==> config.mk <==
export PLATFORM = sky130hd
export DESIGN_NAME = scsr_regs
export DESIGN_NICKNAME = d
export VERILOG_FILES = /design/src/core/scsr_pkg.sv /design/src/core/scsr_pll_cmd.sv /design/src/core/scsr_zero_irq.sv /design/src/core/scsr_regs.sv
export VERILOG_INCLUDE_DIRS = /design/src /design/src/core
export SDC_FILE = /design/constraint.sdc
export NUM_CORES = 1
export LEC_CHECK = 0
export ABC_CLOCK_PERIOD_IN_PS = 2600
export BUFFER_PORTS_ARGS = -buffer_cell sky130_fd_sc_hd__buf_2
export CORE_MARGIN = 10
export CORE_UTILIZATION = 50
export DETAILED_ROUTE_END_ITERATION = 12
export GPL_TIMING_DRIVEN = 1
export HOLD_SLACK_MARGIN = 0.08
export PLACE_DENSITY_LB_ADDON = 0.15
export SKIP_LAST_GASP = 1
export SYNTH_ARGS = -nofsm -noshare
export SYNTH_HDL_FRONTEND = slang
export SYNTH_SLANG_ARGS = --single-unit
==> constraint.sdc <==
create_clock -name clock -period 2.6 [get_ports clock]
set_clock_uncertainty 0.2 [all_clocks]
set_input_delay 0 -clock clock [delete_from_list [all_inputs] [get_ports clock]]
set_output_delay 0 -clock clock [all_outputs]
set_load 0.01 [all_outputs]
==> src/core/scsr_cfg.svh <==
// register offsets, field positions and reset values of the serial channel register bank
`ifndef SCSR_CFG_SVH
`define SCSR_CFG_SVH
// write register indices
`define SCSR_WR_MODE3        4'h3
`define SCSR_WR_MODE4        4'h4
`define SCSR_WR_MODE5        4'h5
`define SCSR_WR_EXTFEAT      4'h7
`define SCSR_WR_MODE10       4'hA
`define SCSR_WR_TC_LOW       4'hC
`define SCSR_WR_TC_HIGH      4'hD
`define SCSR_WR_MISC         4'hE
`define SCSR_WR_IRQ_EN       4'hF
// read register indices
`define SCSR_RD_STATUS       4'h0
`define SCSR_RD_SPECIAL      4'h1
`define SCSR_RD_VECTOR       4'h2
`define SCSR_RD_PENDING      4'h3
`define SCSR_RD_MODE4        4'h4
`define SCSR_RD_MODE5        4'h5
`define SCSR_RD_FS_LOW       4'h6
`define SCSR_RD_FS_HIGH      4'h7
`define SCSR_RD_RXBUF        4'h8
`define SCSR_RD_MODE3        4'h9
`define SCSR_RD_MISC_STAT    4'hA
`define SCSR_RD_TC_LOW       4'hC
`define SCSR_RD_TC_HIGH      4'hD
`define SCSR_RD_MODE10       4'hE
`define SCSR_RD_IRQ_EN       4'hF
// field positions
`define SCSR_IE_ZERO_COUNT   1
`define SCSR_IE_FS_FIFO      2
`define SCSR_EF_READBACK     6
`define SCSR_ST_ZERO_COUNT   1
`define SCSR_MISC_CMD_LSB    5
`define SCSR_MISC_LOOPBACK   4
`define SCSR_MISC_ECHO       3
`define SCSR_MISC_REQ_SRC    2
`define SCSR_MISC_BRG_SRC    1
`define SCSR_MISC_BRG_EN     0
// reset values
`define SCSR_IRQ_EN_RST      8'hF0
`define SCSR_MISC_RST        8'h00
`define SCSR_MODE10_RST      8'h00
`define SCSR_VECTOR_RST      8'h00
`endif

==> src/core/scsr_pkg.sv <==
// types shared by the serial channel register bank
package scsr_pkg;
  typedef enum logic [2:0] {
    SCSR_CMD_NULL,
    SCSR_CMD_ENTER_SEARCH,
    SCSR_CMD_RESET_MISSING,
    SCSR_CMD_DISABLE_PLL,
    SCSR_CMD_SRC_RATE_GEN,
    SCSR_CMD_SRC_PIN,
    SCSR_CMD_SET_FM,
    SCSR_CMD_SET_NRZI
  } scsr_pll_cmd_e;
endpackage : scsr_pkg

==> src/core/scsr_pll_cmd.sv <==
// decoder of the phase-locked loop command field into one-cycle strobes
`timescale 1ns/100ps
module scsr_pll_cmd
  import scsr_pkg::*;
(
  input  wire logic       clock,
  input  wire logic       rst_b,
  input  wire logic       cmd_wr,
  input  wire logic [2:0] cmd_field,
  output logic            pll_search,
  output logic            pll_reset_missing,
  output logic            pll_disable,
  output logic            pll_src_rate_gen,
  output logic            pll_src_pin,
  output logic            pll_mode_fm,
  output logic            pll_mode_nrzi
);
  `include "scsr_cfg.svh"

  // ==========================================================
  // command decode
  scsr_pll_cmd_e cmd;
  assign cmd = scsr_pll_cmd_e'(cmd_field);

  logic [6:0] strobe_d;
  logic [6:0] strobe_q;

  // null command produces no strobe; others fire for one cycle
  always_comb begin
    strobe_d = 7'h00;
    if (cmd_wr) begin
      case (cmd)
        SCSR_CMD_NULL:          strobe_d = 7'h00;
        SCSR_CMD_ENTER_SEARCH:  strobe_d = 7'h01;
        SCSR_CMD_RESET_MISSING: strobe_d = 7'h02;
        SCSR_CMD_DISABLE_PLL:   strobe_d = 7'h04;
        SCSR_CMD_SRC_RATE_GEN:  strobe_d = 7'h08;
        SCSR_CMD_SRC_PIN:       strobe_d = 7'h10;
        SCSR_CMD_SET_FM:        strobe_d = 7'h20;
        SCSR_CMD_SET_NRZI:      strobe_d = 7'h40;
        default:                strobe_d = 7'h00;
      endcase
    end
  end

  // registered so the strobes are clean flops
  always_ff @(posedge clock or negedge rst_b) begin
    if (!rst_b) strobe_q <= 7'h00;
    else        strobe_q <= strobe_d;
  end

  assign pll_search        = strobe_q[0];
  assign pll_reset_missing = strobe_q[1];
  assign pll_disable       = strobe_q[2];
  assign pll_src_rate_gen  = strobe_q[3];
  assign pll_src_pin       = strobe_q[4];
  assign pll_mode_fm       = strobe_q[5];
  assign pll_mode_nrzi     = strobe_q[6];
endmodule : scsr_pll_cmd

==> src/core/scsr_zero_irq.sv <==
// sticky zero-count status with enable gating for one channel
`timescale 1ns/100ps
module scsr_zero_irq (
  input  wire logic clock,
  input  wire logic rst_b,
  input  wire logic zero_count_evt,
  input  wire logic zero_count_en,
  input  wire logic clear,
  output logic      zero_seen,
  output logic      zero_irq
);
  // ==========================================================
  // sticky flag; a new event in the clear cycle wins
  logic seen_q;
  logic seen_d;
  assign seen_d = zero_count_evt | (seen_q & ~clear);

  always_ff @(posedge clock or negedge rst_b) begin
    if (!rst_b) seen_q <= 1'b0;
    else        seen_q <= seen_d;
  end

  assign zero_seen = seen_q;
  // the request is only raised while software enables it
  assign zero_irq  = seen_q & zero_count_en;
endmodule : scsr_zero_irq

==> src/core/scsr_regs.sv <==
// two-channel control and status register bank of the serial controller
//
// The address-and-strobe port and the register offsets are this design's own decisions.
`timescale 1ns/100ps
module scsr_regs
  import scsr_pkg::*;
#(
  parameter int NCH = 2
) (
  input  wire logic             clock,
  input  wire logic             rst_b,
  input  wire logic             reg_chan,
  input  wire logic [3:0]       reg_addr,
  input  wire logic [7:0]       reg_wdata,
  input  wire logic             reg_wr,
  input  wire logic             reg_rd,
  output logic      [7:0]       reg_rdata,
  input  wire logic [NCH*8-1:0] rx_status,
  input  wire logic [NCH*8-1:0] special_status,
  input  wire logic [NCH*8-1:0] misc_status,
  input  wire logic [NCH*8-1:0] rx_data,
  input  wire logic [NCH*8-1:0] fs_low,
  input  wire logic [NCH*8-1:0] fs_high,
  input  wire logic [NCH*3-1:0] pending_src,
  input  wire logic [NCH-1:0]   zero_count_evt,
  input  wire logic [2:0]       vector_status,
  output logic      [NCH-1:0]   fs_pop,
  output logic      [NCH-1:0]   zero_irq,
  output logic      [NCH*16-1:0] time_constant,
  output logic      [NCH-1:0]   local_loopback,
  output logic      [NCH-1:0]   auto_echo,
  output logic      [NCH-1:0]   req_src_rate_gen,
  output logic      [NCH-1:0]   rate_gen_src_sel,
  output logic      [NCH-1:0]   rate_gen_enable,
  output logic      [NCH*7-1:0] pll_cmd_strobes,
  output logic      [NCH*8-1:0] irq_enable
);
  `include "scsr_cfg.svh"

  // ==========================================================
  // shared vector register, reachable from either channel
  logic [7:0] vector_q;
  logic [7:0] vector_d;
  wire        wr_vector = reg_wr & (reg_addr == `SCSR_RD_VECTOR);
  assign vector_d = wr_vector ? reg_wdata : vector_q;

  always_ff @(posedge clock or negedge rst_b) begin
    if (!rst_b) vector_q <= `SCSR_VECTOR_RST;
    else        vector_q <= vector_d;
  end

  // status-modified vector: status code replaces bits 3..1
  wire [7:0] vector_mod = {vector_q[7:4], vector_status, vector_q[0]};

  // pending bits packed B in 5..3, A in 2..0
  wire [7:0] pending_all = {2'b00, pending_src[5:3], pending_src[2:0]};

  // ==========================================================
  // per-channel register sets
  logic [7:0] chan_rdata [NCH];

  genvar ch;
  generate
    for (ch = 0; ch < NCH; ch++) begin : g_chan
      logic [7:0] mode3_q, mode4_q, mode5_q, mode10_q;
      logic [7:0] extfeat_q, tc_low_q, tc_high_q, misc_q, ie_q;
      logic       zero_seen;
      logic [7:0] rd_mux;

      wire sel    = (reg_chan == 1'(ch));
      wire wr_sel = reg_wr & sel;
      wire rd_sel = reg_rd & sel;
      wire w3  = wr_sel & (reg_addr == `SCSR_WR_MODE3);
      wire w4  = wr_sel & (reg_addr == `SCSR_WR_MODE4);
      wire w5  = wr_sel & (reg_addr == `SCSR_WR_MODE5);
      wire w7  = wr_sel & (reg_addr == `SCSR_WR_EXTFEAT);
      wire w10 = wr_sel & (reg_addr == `SCSR_WR_MODE10);
      wire w12 = wr_sel & (reg_addr == `SCSR_WR_TC_LOW);
      wire w13 = wr_sel & (reg_addr == `SCSR_WR_TC_HIGH);
      wire w14 = wr_sel & (reg_addr == `SCSR_WR_MISC);
      wire w15 = wr_sel & (reg_addr == `SCSR_WR_IRQ_EN);

      wire readback  = extfeat_q[`SCSR_EF_READBACK];
      wire fs_enable = ie_q[`SCSR_IE_FS_FIFO];

      // plain storage; every register resets, to its defined value where there is one, else to zero
      always_ff @(posedge clock or negedge rst_b) begin
        if (!rst_b) begin
          mode3_q   <= 8'h00;
          mode4_q   <= 8'h00;
          mode5_q   <= 8'h00;
          mode10_q  <= `SCSR_MODE10_RST;
          extfeat_q <= 8'h00;
          tc_low_q  <= 8'h00;
          tc_high_q <= 8'h00;
          misc_q    <= `SCSR_MISC_RST;
          ie_q      <= `SCSR_IRQ_EN_RST;
        end else begin
          if (w3)  mode3_q   <= reg_wdata;
          if (w4)  mode4_q   <= reg_wdata;
          if (w5)  mode5_q   <= reg_wdata;
          if (w7)  extfeat_q <= reg_wdata;
          if (w10) mode10_q  <= reg_wdata;
          if (w12) tc_low_q  <= reg_wdata;
          if (w13) tc_high_q <= reg_wdata;
          if (w14) misc_q    <= reg_wdata;
          if (w15) ie_q      <= reg_wdata;
        end
      end

      // upper byte sits in bits 15..8 of the constant
      assign time_constant[ch*16 +: 16] = {tc_high_q, tc_low_q};
      assign local_loopback[ch]   = misc_q[`SCSR_MISC_LOOPBACK];
      assign auto_echo[ch]        = misc_q[`SCSR_MISC_ECHO];
      assign req_src_rate_gen[ch] = misc_q[`SCSR_MISC_REQ_SRC];
      assign rate_gen_src_sel[ch] = misc_q[`SCSR_MISC_BRG_SRC];
      assign rate_gen_enable[ch]  = misc_q[`SCSR_MISC_BRG_EN];
      assign irq_enable[ch*8 +: 8] = ie_q;

      scsr_pll_cmd u_pll_cmd (
        .clock             (clock),
        .rst_b             (rst_b),
        .cmd_wr            (w14),
        .cmd_field         (reg_wdata[7:5]),
        .pll_search        (pll_cmd_strobes[ch*7+0]),
        .pll_reset_missing (pll_cmd_strobes[ch*7+1]),
        .pll_disable       (pll_cmd_strobes[ch*7+2]),
        .pll_src_rate_gen  (pll_cmd_strobes[ch*7+3]),
        .pll_src_pin       (pll_cmd_strobes[ch*7+4]),
        .pll_mode_fm       (pll_cmd_strobes[ch*7+5]),
        .pll_mode_nrzi     (pll_cmd_strobes[ch*7+6])
      );

      // reading the status register acknowledges the zero-count flag
      wire st_rd = rd_sel & (reg_addr == `SCSR_RD_STATUS);

      scsr_zero_irq u_zero (
        .clock          (clock),
        .rst_b          (rst_b),
        .zero_count_evt (zero_count_evt[ch]),
        .zero_count_en  (ie_q[`SCSR_IE_ZERO_COUNT]),
        .clear          (st_rd),
        .zero_seen      (zero_seen),
        .zero_irq       (zero_irq[ch])
      );

      // the fifo advances only on a legal high-byte read
      assign fs_pop[ch] = rd_sel & fs_enable & (reg_addr == `SCSR_RD_FS_HIGH);

      // read selection; channel A is index 0
      always_comb begin
        rd_mux = 8'h00;
        case (reg_addr)
          `SCSR_RD_STATUS: begin
            rd_mux = rx_status[ch*8 +: 8];
            rd_mux[`SCSR_ST_ZERO_COUNT] = zero_seen;
          end
          `SCSR_RD_SPECIAL:   rd_mux = special_status[ch*8 +: 8];
          `SCSR_RD_VECTOR:    rd_mux = (ch == 0) ? vector_q : vector_mod;
          `SCSR_RD_PENDING:   rd_mux = (ch == 0) ? pending_all : 8'h00;
          `SCSR_RD_MODE4:     rd_mux = readback ? mode4_q : 8'h00;
          `SCSR_RD_MODE5:     rd_mux = readback ? mode5_q : 8'h00;
          `SCSR_RD_FS_LOW:    rd_mux = fs_enable ? fs_low[ch*8 +: 8] : 8'h00;
          `SCSR_RD_FS_HIGH:   rd_mux = fs_enable ? fs_high[ch*8 +: 8] : 8'h00;
          `SCSR_RD_RXBUF:     rd_mux = rx_data[ch*8 +: 8];
          `SCSR_RD_MODE3:     rd_mux = readback ? mode3_q : 8'h00;
          `SCSR_RD_MISC_STAT: rd_mux = misc_status[ch*8 +: 8];
          `SCSR_RD_TC_LOW:    rd_mux = tc_low_q;
          `SCSR_RD_TC_HIGH:   rd_mux = tc_high_q;
          `SCSR_RD_MODE10:    rd_mux = readback ? mode10_q : 8'h00;
          `SCSR_RD_IRQ_EN:    rd_mux = ie_q;
          default:            rd_mux = 8'h00;
        endcase
      end
      assign chan_rdata[ch] = rd_mux;
    end
  endgenerate

  // ==========================================================
  // read data is registered and stands only the cycle after the strobe
  logic [7:0] rdata_q;
  logic [7:0] rdata_d;
  assign rdata_d = reg_rd ? chan_rdata[reg_chan] : 8'h00;

  always_ff @(posedge clock or negedge rst_b) begin
    if (!rst_b) rdata_q <= 8'h00;
    else        rdata_q <= rdata_d;
  end

  assign reg_rdata = rdata_q;
endmodule : scsr_regs

After elaboration in Yosys (flattened, before gate mapping)
Memories as Yosys holds them, arrays and structs flattened.
Cells that the tools add are included.

storage, ports and cells
  flip-flop bits (word level) = 168
  memory bits (read-only) = 112
  input bits = 124
  output and inout port bits = 84
  memories kept = 2

memory list
  name              depth  bits a word  read ports  clocked after memory_dff  write ports  line                source
  (name not given)  8      7            1           0                         0            scsr_pll_cmd.sv:32  case (cmd)
  (name not given)  8      7            1           0                         0            scsr_pll_cmd.sv:32

operators by class
  magnitude comparators = 1
  equality and inequality tests = 14
  muxes and demuxes = 20
  bitwise logic cells = 39
  reductions and logical operators = 1

operators with widths
  operator            number
  $mux 8              16
  $pmux 8 s15         1
  $pmux 8 s14         1
  $and 1x1->1         33
  $eq 4x4->1 const B  7
  $eq 4x3->1 const B  4
  $mux 7              2
  $eq 4x2->1 const B  2
  $eq 4x1->1 const B  1
  $logic_not 4->1     1
  $not 1->1           3
  $ge 2x2->1 const B  1
  $not 1->2           1
  $or 1x1->1          2

Longest topological paths before layout
Gate-level depths: netlist (run 1).

  depth after elaboration = 6
  depth in mapped cells = 9
  gate-level depth less buffers = 5

Cells and area by module
From an unflattened synthesis (run 1), not the netlist that was laid out.

second synthesis, totals
  cell total of the unflattened synthesis = 674
  area total of the unflattened synthesis = 8311.7 µm²

modules (own cells, without submodules)
  module         instances  cells an instance  area an instance (µm²)  sequential area each (µm²)
  scsr_regs      1          638                7716.2                  3513.4
  scsr_pll_cmd   2          14                 255.2                   175.2
  scsr_zero_irq  2          4                  42.5                    25.0

Least setup slack after synthesis (run 1)
No wires, ideal clock.

  kind = register to register
  from = register g_chan[1].u_zero.seen_q
  to = register rdata_q[1], in the netlist reg_rdata[1]
  data arrival time = 1.674 ns
  required time = 2.257 ns
  path slack = 0.583 ns
  stages on the path, launching flop included = 6
  path buffers = 0
  cells stage by stage = dfrtp_1 -> mux2_4 -> o2bb2ai_1 -> or4_4 -> a2111oi_4 -> o22ai_1

between the ends
  longest elaborated chain between the ends = 5

ends and longest elaborated chain
  element                                     line                 source
  from (decl)                                 scsr_zero_irq.sv:14  logic seen_q;
  from (signal assigned)                      scsr_zero_irq.sv:20  else seen_q <= seen_d;
  $pmux 8 s14                                 scsr_regs.sv:153     case (reg_addr)
  $mux 8 (implied by the code) (3 in series)  scsr_regs.sv:183     assign rdata_d = reg_rd ? chan_rdata[reg_chan] : 8'h00;
  $mux 8                                      scsr_regs.sv:183
  via rdata_d[1]                              scsr_regs.sv:182     logic [7:0] rdata_d;
  to (signal assigned)                        scsr_regs.sv:187     else rdata_q <= rdata_d;
  to (decl)                                   scsr_regs.sv:181     logic [7:0] rdata_q;

The timed path passes the listed nets, and every way through them passes these cells. The select of a mux whose other input is x is not followed.
A chain may end at the register's enable or synchronous reset.

Worst setup path in the final report (run 1)
  from = register g_chan[0].ie_q[2]
  to = register rdata_q[4], in the netlist reg_rdata[4]

between the ends
  longest elaborated chain between the ends = 6
  elaborated cells between the ends (all ways) = 7

ends and longest elaborated chain
  element                                       line                                source
  from (decl)                                   scsr_regs.sv:66                     logic [7:0] extfeat_q, tc_low_q, tc_high_q, misc_q, ie_q;
  from (signal assigned)                        scsr_regs.sv:97                     ie_q <= `SCSR_IRQ_EN_RST;
  from (signal assigned)                        scsr_regs.sv:107                    if (w15) ie_q <= reg_wdata;
  $mux 8 (on tied branches)                     scsr_regs.sv:164, scsr_regs.sv:163
  $pmux 8 s15 *                                 scsr_regs.sv:153
  $mux 8 (implied by the code) * (3 in series)  scsr_regs.sv:183
  $mux 8 *                                      scsr_regs.sv:183
  via rdata_d[4]                                scsr_regs.sv:182

Mark *: on every way through the listed nets, which the timed path passes. The rest lies on a longest branch. The select of a mux whose other input is x is not followed.

==> results.toml, run 1 <==
[yosys]
synth-edff-count = 0
netlist_instances = 696
yosys.area_share.simple_pct = 12.4
yosys.area_share.adder_pct = 0
synth-seq-area-share_pct = 48.0
ys_seq_elements = 156
synth_compound_area_share_pct = 11.3
synth_top_family_by_area = "multiplexers"
synth_fp_nets = 820
async_reset_ff_share_pct = 100
synth_area_leader_cell = "dfrtp_1"
synth_xor_area_share_pct = 0
ys_warn_count = 0
ys.flop_type = "dfrtp_1"
synth_mux_area_share_pct = 22.9
synth_top_area_share_pct = 45.5
ys_types = 66
synth_area_leaders = "dfrtp_1, mux2_2, mux2i_1"
syn_area_per_cell_sq_um = 11.7
netlist_area_sq_um = 8150

[sta]
fin_crit_sh_pct = 97.5
timing.fmax_ghz = 0.395
slew-limit-headroom_pct = 52.7
slew_viol_final = 0
min_period_ns = 2.53
setup_viol = 0
rsz0062_at_grt = "no"
timing.final.hold_violations = 0
finalSetupTns_ns = 0
worst_pin_slew_ns = 0.708
setup_ws_ns = 0.0657

[critical_path]
arrival_ns = 2.63
required_ns = 2.70
path_max_fanout = 6
timing.rr.start = "g_chan[0].ie_q[2]$_DFFE_PN0P_"
regToRegSetupSlack_ns = 0.07
critPathKind = "reg -> reg"
r2r-end = "reg_rdata[4]$_DFF_PN0_"
endpoint_kind = "flop"
rr_worst_depth = 7
crit_path_start_kind = "flop"

[final_layout]
drive_gt1_share_pct = 47.0
utilization_pct = 68.4
diodes = 0
final_nets = 1105
area_growth_pct = 33.8

[flow_run]
max_cap_violations = 0

[global_routing]
grt_pass1_vias = 7671
antenna_found_initial = 0
grt_overflow_total = 0
grtUsageTotal_pct = 29.1
top_usage_layer = "met2"
met1_usage_pct = 38.2
grt_max_degree = 65
gr-usage-met3_pct = 9.19
grtUsageMet2_pct = 45.3
grt_pass1_wl_um = 48200

[clock_tree]
cts_tree = "yes"
cts_buffers = 17
cts.path.max_buffers = 2
cts_root_buffer = "clkbuf_16"
clk_latency_ns = 0.44
clkTransAtPathRegs_ns = 0.07
cts_htree_levels = 4
cts_sinks = 156

[run_status]
outcome = "finished, final reports clean"

[drt]
wl_per_cell_um = 26.6
totalWireLength_um = 32200
first_pass_iters = 5
drt-initial-drc-count = 611
vias = 7351
postRouteAntennaNets = 0
drc_errors = 0
viasPerCell = 6.08

[die]
coreArea_sq_um = 15900
row_count = 46
initial_core_util_pct = 51.1
die_width_um = 148
die_y_um = 148
dieArea_sq_um = 21800
io_pins = 208

[worst_hold_path]
min_to = "reg_rdata[1]$_DFF_PN0_"
hold_path_startpoint = "rx_data[9]"
whs_path_depth = 6
hp-class = "in -> reg"

[placement]
dp_hpwl_um = 23700
io_buffers = 205
place_ws_ns = 0.273
gp_congestion = 0.994

[pwr]
power_density_nw_per_um2 = 667
vdd_drop_max_mv = 0.479
p_leak_nw = 5.19
logic make-up (layout without fill, tap and decap cells):
family          Yosys count  after routing
compound gates          117            117
simple gates            174            174
mux                     168            168
flops                   156            156
buf+inv                  81            379
area by class of cell:
type / count / area [sq um]
well taps: 216 / 270
flip-flops and latches: 156 / 3910
fillers: 1237 / 5040
clock buffers: 17 / 425
repair buffers: 339 / 2260
clock inverters: 15 / 191
inverters: 8 / 30.0
multi-input cells: 459 / 3810
worst max-delay path by stage:
stage | end | slack (ns) | from | cells after the start
after floorplan | reg_rdata[1]$_DFF_PN0_ | 0.58 | g_chan[1].u_zero.zero_seen$_DFF_PN0_ | 5
after global placement | reg_rdata[1]$_DFF_PN0_ | 0.25 | reg_addr[1] | 8
after detailed placement | reg_rdata[3]$_DFF_PN0_ | 0.27 | reg_addr[1] | 6
after CTS | reg_rdata[2]$_DFF_PN0_ | 0.1 | g_chan[0].extfeat_q[6]$_DFFE_PN0P_ | 6
after global routing | reg_rdata[4]$_DFF_PN0_ | 0.006 | g_chan[0].ie_q[2]$_DFFE_PN0P_ | 7
final | reg_rdata[4]$_DFF_PN0_ | 0.07 | g_chan[0].ie_q[2]$_DFFE_PN0P_ | 7
metal layers:
| metal | vias to the layer above | wire length (um) |
|---|---|---|
| li1 | 3166 | - |
| met1 | 3699 | 13300 |
| met2 | 430 | 14900 |
| met3 | 56 | 3330 |
| met4 | 0 | 648 |
| met5 | - | 0 |
cells in the final DEF (no fill, tap or decap), types with 15 or more instances in the layout:
| cell type | count |
|---|---|
| nor2_1 | 19 |
| nand3b_1 | 15 |
| dlygate4sd3_1 | 73 |
| buf_2 | 204 |
| dfrtp_1 | 148 |
| mux2_2 | 144 |
| mux2i_1 | 23 |
| nand2_1 | 28 |
| clkbuf_16 | 17 |
| buf_4 | 58 |
| a22oi_1 | 18 |
| nor3_1 | 15 |
| nand3_1 | 25 |
synthesized netlist by cell type, types with 3 or more instances:
| cell type | count |
|---|---|
| mux2i_1 | 23 |
| a21oi_1 | 14 |
| nor3b_1 | 4 |
| inv_1 | 7 |
| a32o_1 | 6 |
| o22ai_1 | 14 |
| nor2_1 | 20 |
| and3_1 | 12 |
| nand4_1 | 3 |
| a22o_1 | 8 |
| o32ai_1 | 5 |
| o2bb2ai_1 | 4 |
| a22oi_1 | 18 |
| buf_6 | 4 |
| and4b_1 | 3 |
| nor2b_1 | 9 |
| a221o_1 | 9 |
| o21ai_0 | 3 |
| o211ai_1 | 4 |
| and2_1 | 7 |
| dfrtp_1 | 148 |
| nor3_1 | 15 |
| or3b_2 | 3 |
| a31oi_1 | 3 |
| nand2b_1 | 5 |
| clkbuf_1 | 26 |
| buf_2 | 20 |
| nor4_1 | 4 |
| nor4b_1 | 4 |
| nand3b_1 | 15 |
| a21o_1 | 4 |
| a2111oi_0 | 3 |
| a221oi_1 | 4 |
| nand2_1 | 28 |
| dfstp_2 | 8 |
| mux2_2 | 144 |
| nand3_1 | 25 |
| buf_4 | 20 |
worst max-delay path, stage by stage, from the launching register on:
cell and delay [ns]:
dfrtp_1 0.46, nand3b_1 0.28, nor3_1 0.08, buf_4 0.17, a211o_1 0.30, dlygate4sd3_1 0.56
nor3_1 0.26, o21ai_1 0.09
state kept, by name, indices dropped and copies added, names as in the netlist, 8 cells and up:
name	count
g_chan.tc_low_q	16
g_chan.mode5_q	16
g_chan.misc_q	10
g_chan.tc_high_q	16
g_chan.mode4_q	16
g_chan.ie_q	16
g_chan.u_pll_cmd.strobe_q	14
reg_rdata	8
vector_q	8
g_chan.mode3_q	16
g_chan.mode10_q	16
power by group:
group	internal, mW	switching [mW]
combinational	0.777	0.747
clock	1.39	1.21
sequential	2.86	0.293
total	5.03	2.25
what timing repair did:
item | CTS | global route
hold buffers | 74 | 0
endpoints found under the setup margin | 0 | 2
gates resized for setup | 0 | 4
hold endpoints to repair | 312 | 0
setup buffers | 0 | 1
metrics by stage:
| stage | total power [mW] | cells | instance area, sq um | hold WS [ns] |
|---|---|---|---|---|
| 6_report | 7.28 | 1210 | 10900 | 0.0792 |
| 3_5_place_dp | 4.61 | 1103 | 9510 | -0.264 |
| 5_1_grt | 7.58 | 1210 | 10900 | 0.130 |
| 4_1_cts | 7.27 | 1209 | 10900 | 0.0804 |
| 2_1_floorplan | 3.91 | 696 | 8150 | -0.496 |
| 3_3_place_gp | 4.57 | 1103 | 9510 | -0.264 |
Note: power is estimated with default switching activity, not from simulation.
==> run 2, diff against run 1 <==
--- a/config.mk
+++ b/config.mk
@@ -6,7 +6,7 @@
 export SDC_FILE = /design/constraint.sdc
 export NUM_CORES = 1
 export LEC_CHECK = 0
-export ABC_CLOCK_PERIOD_IN_PS = 2600
+export ABC_CLOCK_PERIOD_IN_PS = 3000
 export BUFFER_PORTS_ARGS = -buffer_cell sky130_fd_sc_hd__buf_2
 export CORE_MARGIN = 10
 export CORE_UTILIZATION = 50
==> constraint.sdc (replaced) <==
create_clock -name clock -period 3 [get_ports clock]
set_clock_uncertainty 0.2 [all_clocks]
set_input_delay 0 -clock clock [delete_from_list [all_inputs] [get_ports clock]]
set_output_delay 0 -clock clock [all_outputs]
set_load 0.01 [all_outputs]
==> results.toml, run 2 (synthesis gave the netlist of run 1 again) <==
[sta]
worst_pin_slew_ns = 1.03
slew_viol_final = 0
rsz0062_at_grt = "no"
setup_viol = 0
timing.final.hold_violations = 0
fin_crit_sh_pct = 96.0
min_period_ns = 2.88
slew-limit-headroom_pct = 31.1
setup_ws_ns = 0.120
timing.fmax_ghz = 0.347
finalSetupTns_ns = 0

[placement]
dpl_cell_area_sq_um = 9400
dp_hpwl_um = 23100
gp_congestion = 0.996
dp_cells = 1089
io_buffers = 205
place_ws_ns = 0.516

[global_routing]
antenna_found_initial = 0
grt_pass1_wl_um = 46700
grt_max_degree = 76
grt_overflow_total = 0
grtUsageTotal_pct = 28.2
grt_pass1_vias = 7487

[die]
dieArea_sq_um = 21800
coreArea_sq_um = 15900
initial_core_util_pct = 51.1
row_count = 46
io_pins = 208
die_width_um = 148
die_y_um = 148

[drt]
viasPerCell = 6.11
drt-initial-drc-count = 901
postRouteAntennaNets = 0
first_pass_iters = 6
totalWireLength_um = 31100
drc_errors = 0
vias = 7227
wl_per_cell_um = 26.3

[final_layout]
area_growth_pct = 30.1
final_area_sq_um = 10600
drive_gt1_share_pct = 46.8
final_nets = 1077
diodes = 0
instances_no_fill = 1182
multi_input_area_sq_um = 3800
register_area_sq_um = 3920
final_cell_mix = "buf_2, dfrtp_1, mux2_2, dlygate4sd3_1, buf_4"
mostFrequentLayoutCell = "buf_2"
fillers = 1322

[critical_path]
critPathKind = "reg -> reg"
crit_path_start_kind = "flop"
arrival_ns = 3.03
endpoint_kind = "flop"
required_ns = 3.15
path_max_fanout = 7

[run_status]
outcome = "finished, final reports clean"

[pwr]
p_leak_nw = 5.03
power_frac_comb_pct = 20.6
swShare_pct = 30.3
power_density_nw_per_um2 = 587
clockPowerShare_pct = 35.3
p_int_mw = 4.34
pwr-share-seq_pct = 44.1
vdd_drop_max_mv = 0.421
switching_power_mw = 1.88

[clock_tree]
cts_sinks = 156
cts_root_buffer = "clkbuf_16"
cts_htree_levels = 4
clkTransAtPathRegs_ns = 0.07
cts_buffers = 17
cts_tree = "yes"
cts.path.max_buffers = 2
clk_latency_ns = 0.44

[worst_hold_path]
hp-class = "in -> reg"

[flow_run]
max_cap_violations = 0
-- run 2: power groups by stage --
stage	logic [mW]	clock network, mW	registers (mW)
final	1.28	2.20	2.74
after global routing	1.37	2.29	2.79
after CTS	1.27	2.21	2.74
after detailed placement	1.20	0	2.77
after global placement	1.18	0	2.75
after floorplan	0.623	0	2.76
-- run 2: cell type report --
class / instances / area share (%)
sequential: 156 / 36.9
multi-input combinational: 459 / 35.9
timing repair buffer: 311 / 18.7
clock buffer: 19 / 4.18
tap: 216 / 2.55
clock inverter: 13 / 1.44
inverter: 8 / 0.283
-- run 2: through the flow --
stage	power [mW]	hold slack, ns	util, %
global placement	3.93	-0.152	58.9
CTS	6.22	0.0954	66.3
global route	6.45	0.157	66.5
floorplan	3.39	-0.496	-
finish	6.22	0.120	66.5
detailed placement	3.97	-0.134	58.9
-- run 2: metal layers --
layer	vias up	share of wire, %	GRT usage, %
met1	3679	42	37.0
met3	48	9.3	7.45
met4	0	2.1	8.62
li1	3114	-	-
met2	386	46	44.6
met5	-	0	0
-- run 2: repair_timing --
item | 4_1_cts | 5_1_grt
setup endpoints to repair | 0 | 1
gates resized for setup | 0 | 2
hold buffers | 58 | 0
setup buffers | 0 | 3
hold endpoints to repair | 309 | 0
-- run 2: path summary, 6_finish.rpt --
kind	start	end	slack, ns	depth (start not counted)
worst max-delay path	g_chan[1].ie_q[2]$_DFFE_PN0P_	reg_rdata[2]$_DFF_PN0_	0.12	7
worst min-delay path	fs_low[6]	reg_rdata[6]$_DFF_PN0_	0.12	6
worst max register to register	g_chan[1].ie_q[2]$_DFFE_PN0P_	reg_rdata[2]$_DFF_PN0_	0.12	7
worst min register to register	g_chan[0].misc_q[2]$_DFFE_PN0P_	g_chan[0].misc_q[2]$_DFFE_PN0P_	0.30	1
max in group asynchronous	rst_b	g_chan[0].mode3_q[0]$_DFFE_PN0P_	1.26	4
min in group asynchronous	rst_b	g_chan[1].u_pll_cmd.strobe_q[6]$_DFF_PN0_	0.50	3
-- run 2: worst max-delay path, stage by stage, from the launching register on --
cell and delay [ns]:
dfrtp_1 0.46, and2_1 0.38, buf_4 0.22, a32oi_1 0.05, dlygate4sd3_1 0.57, a31o_2 0.23, dlygate4sd3_1 0.59, o21ai_0 0.09
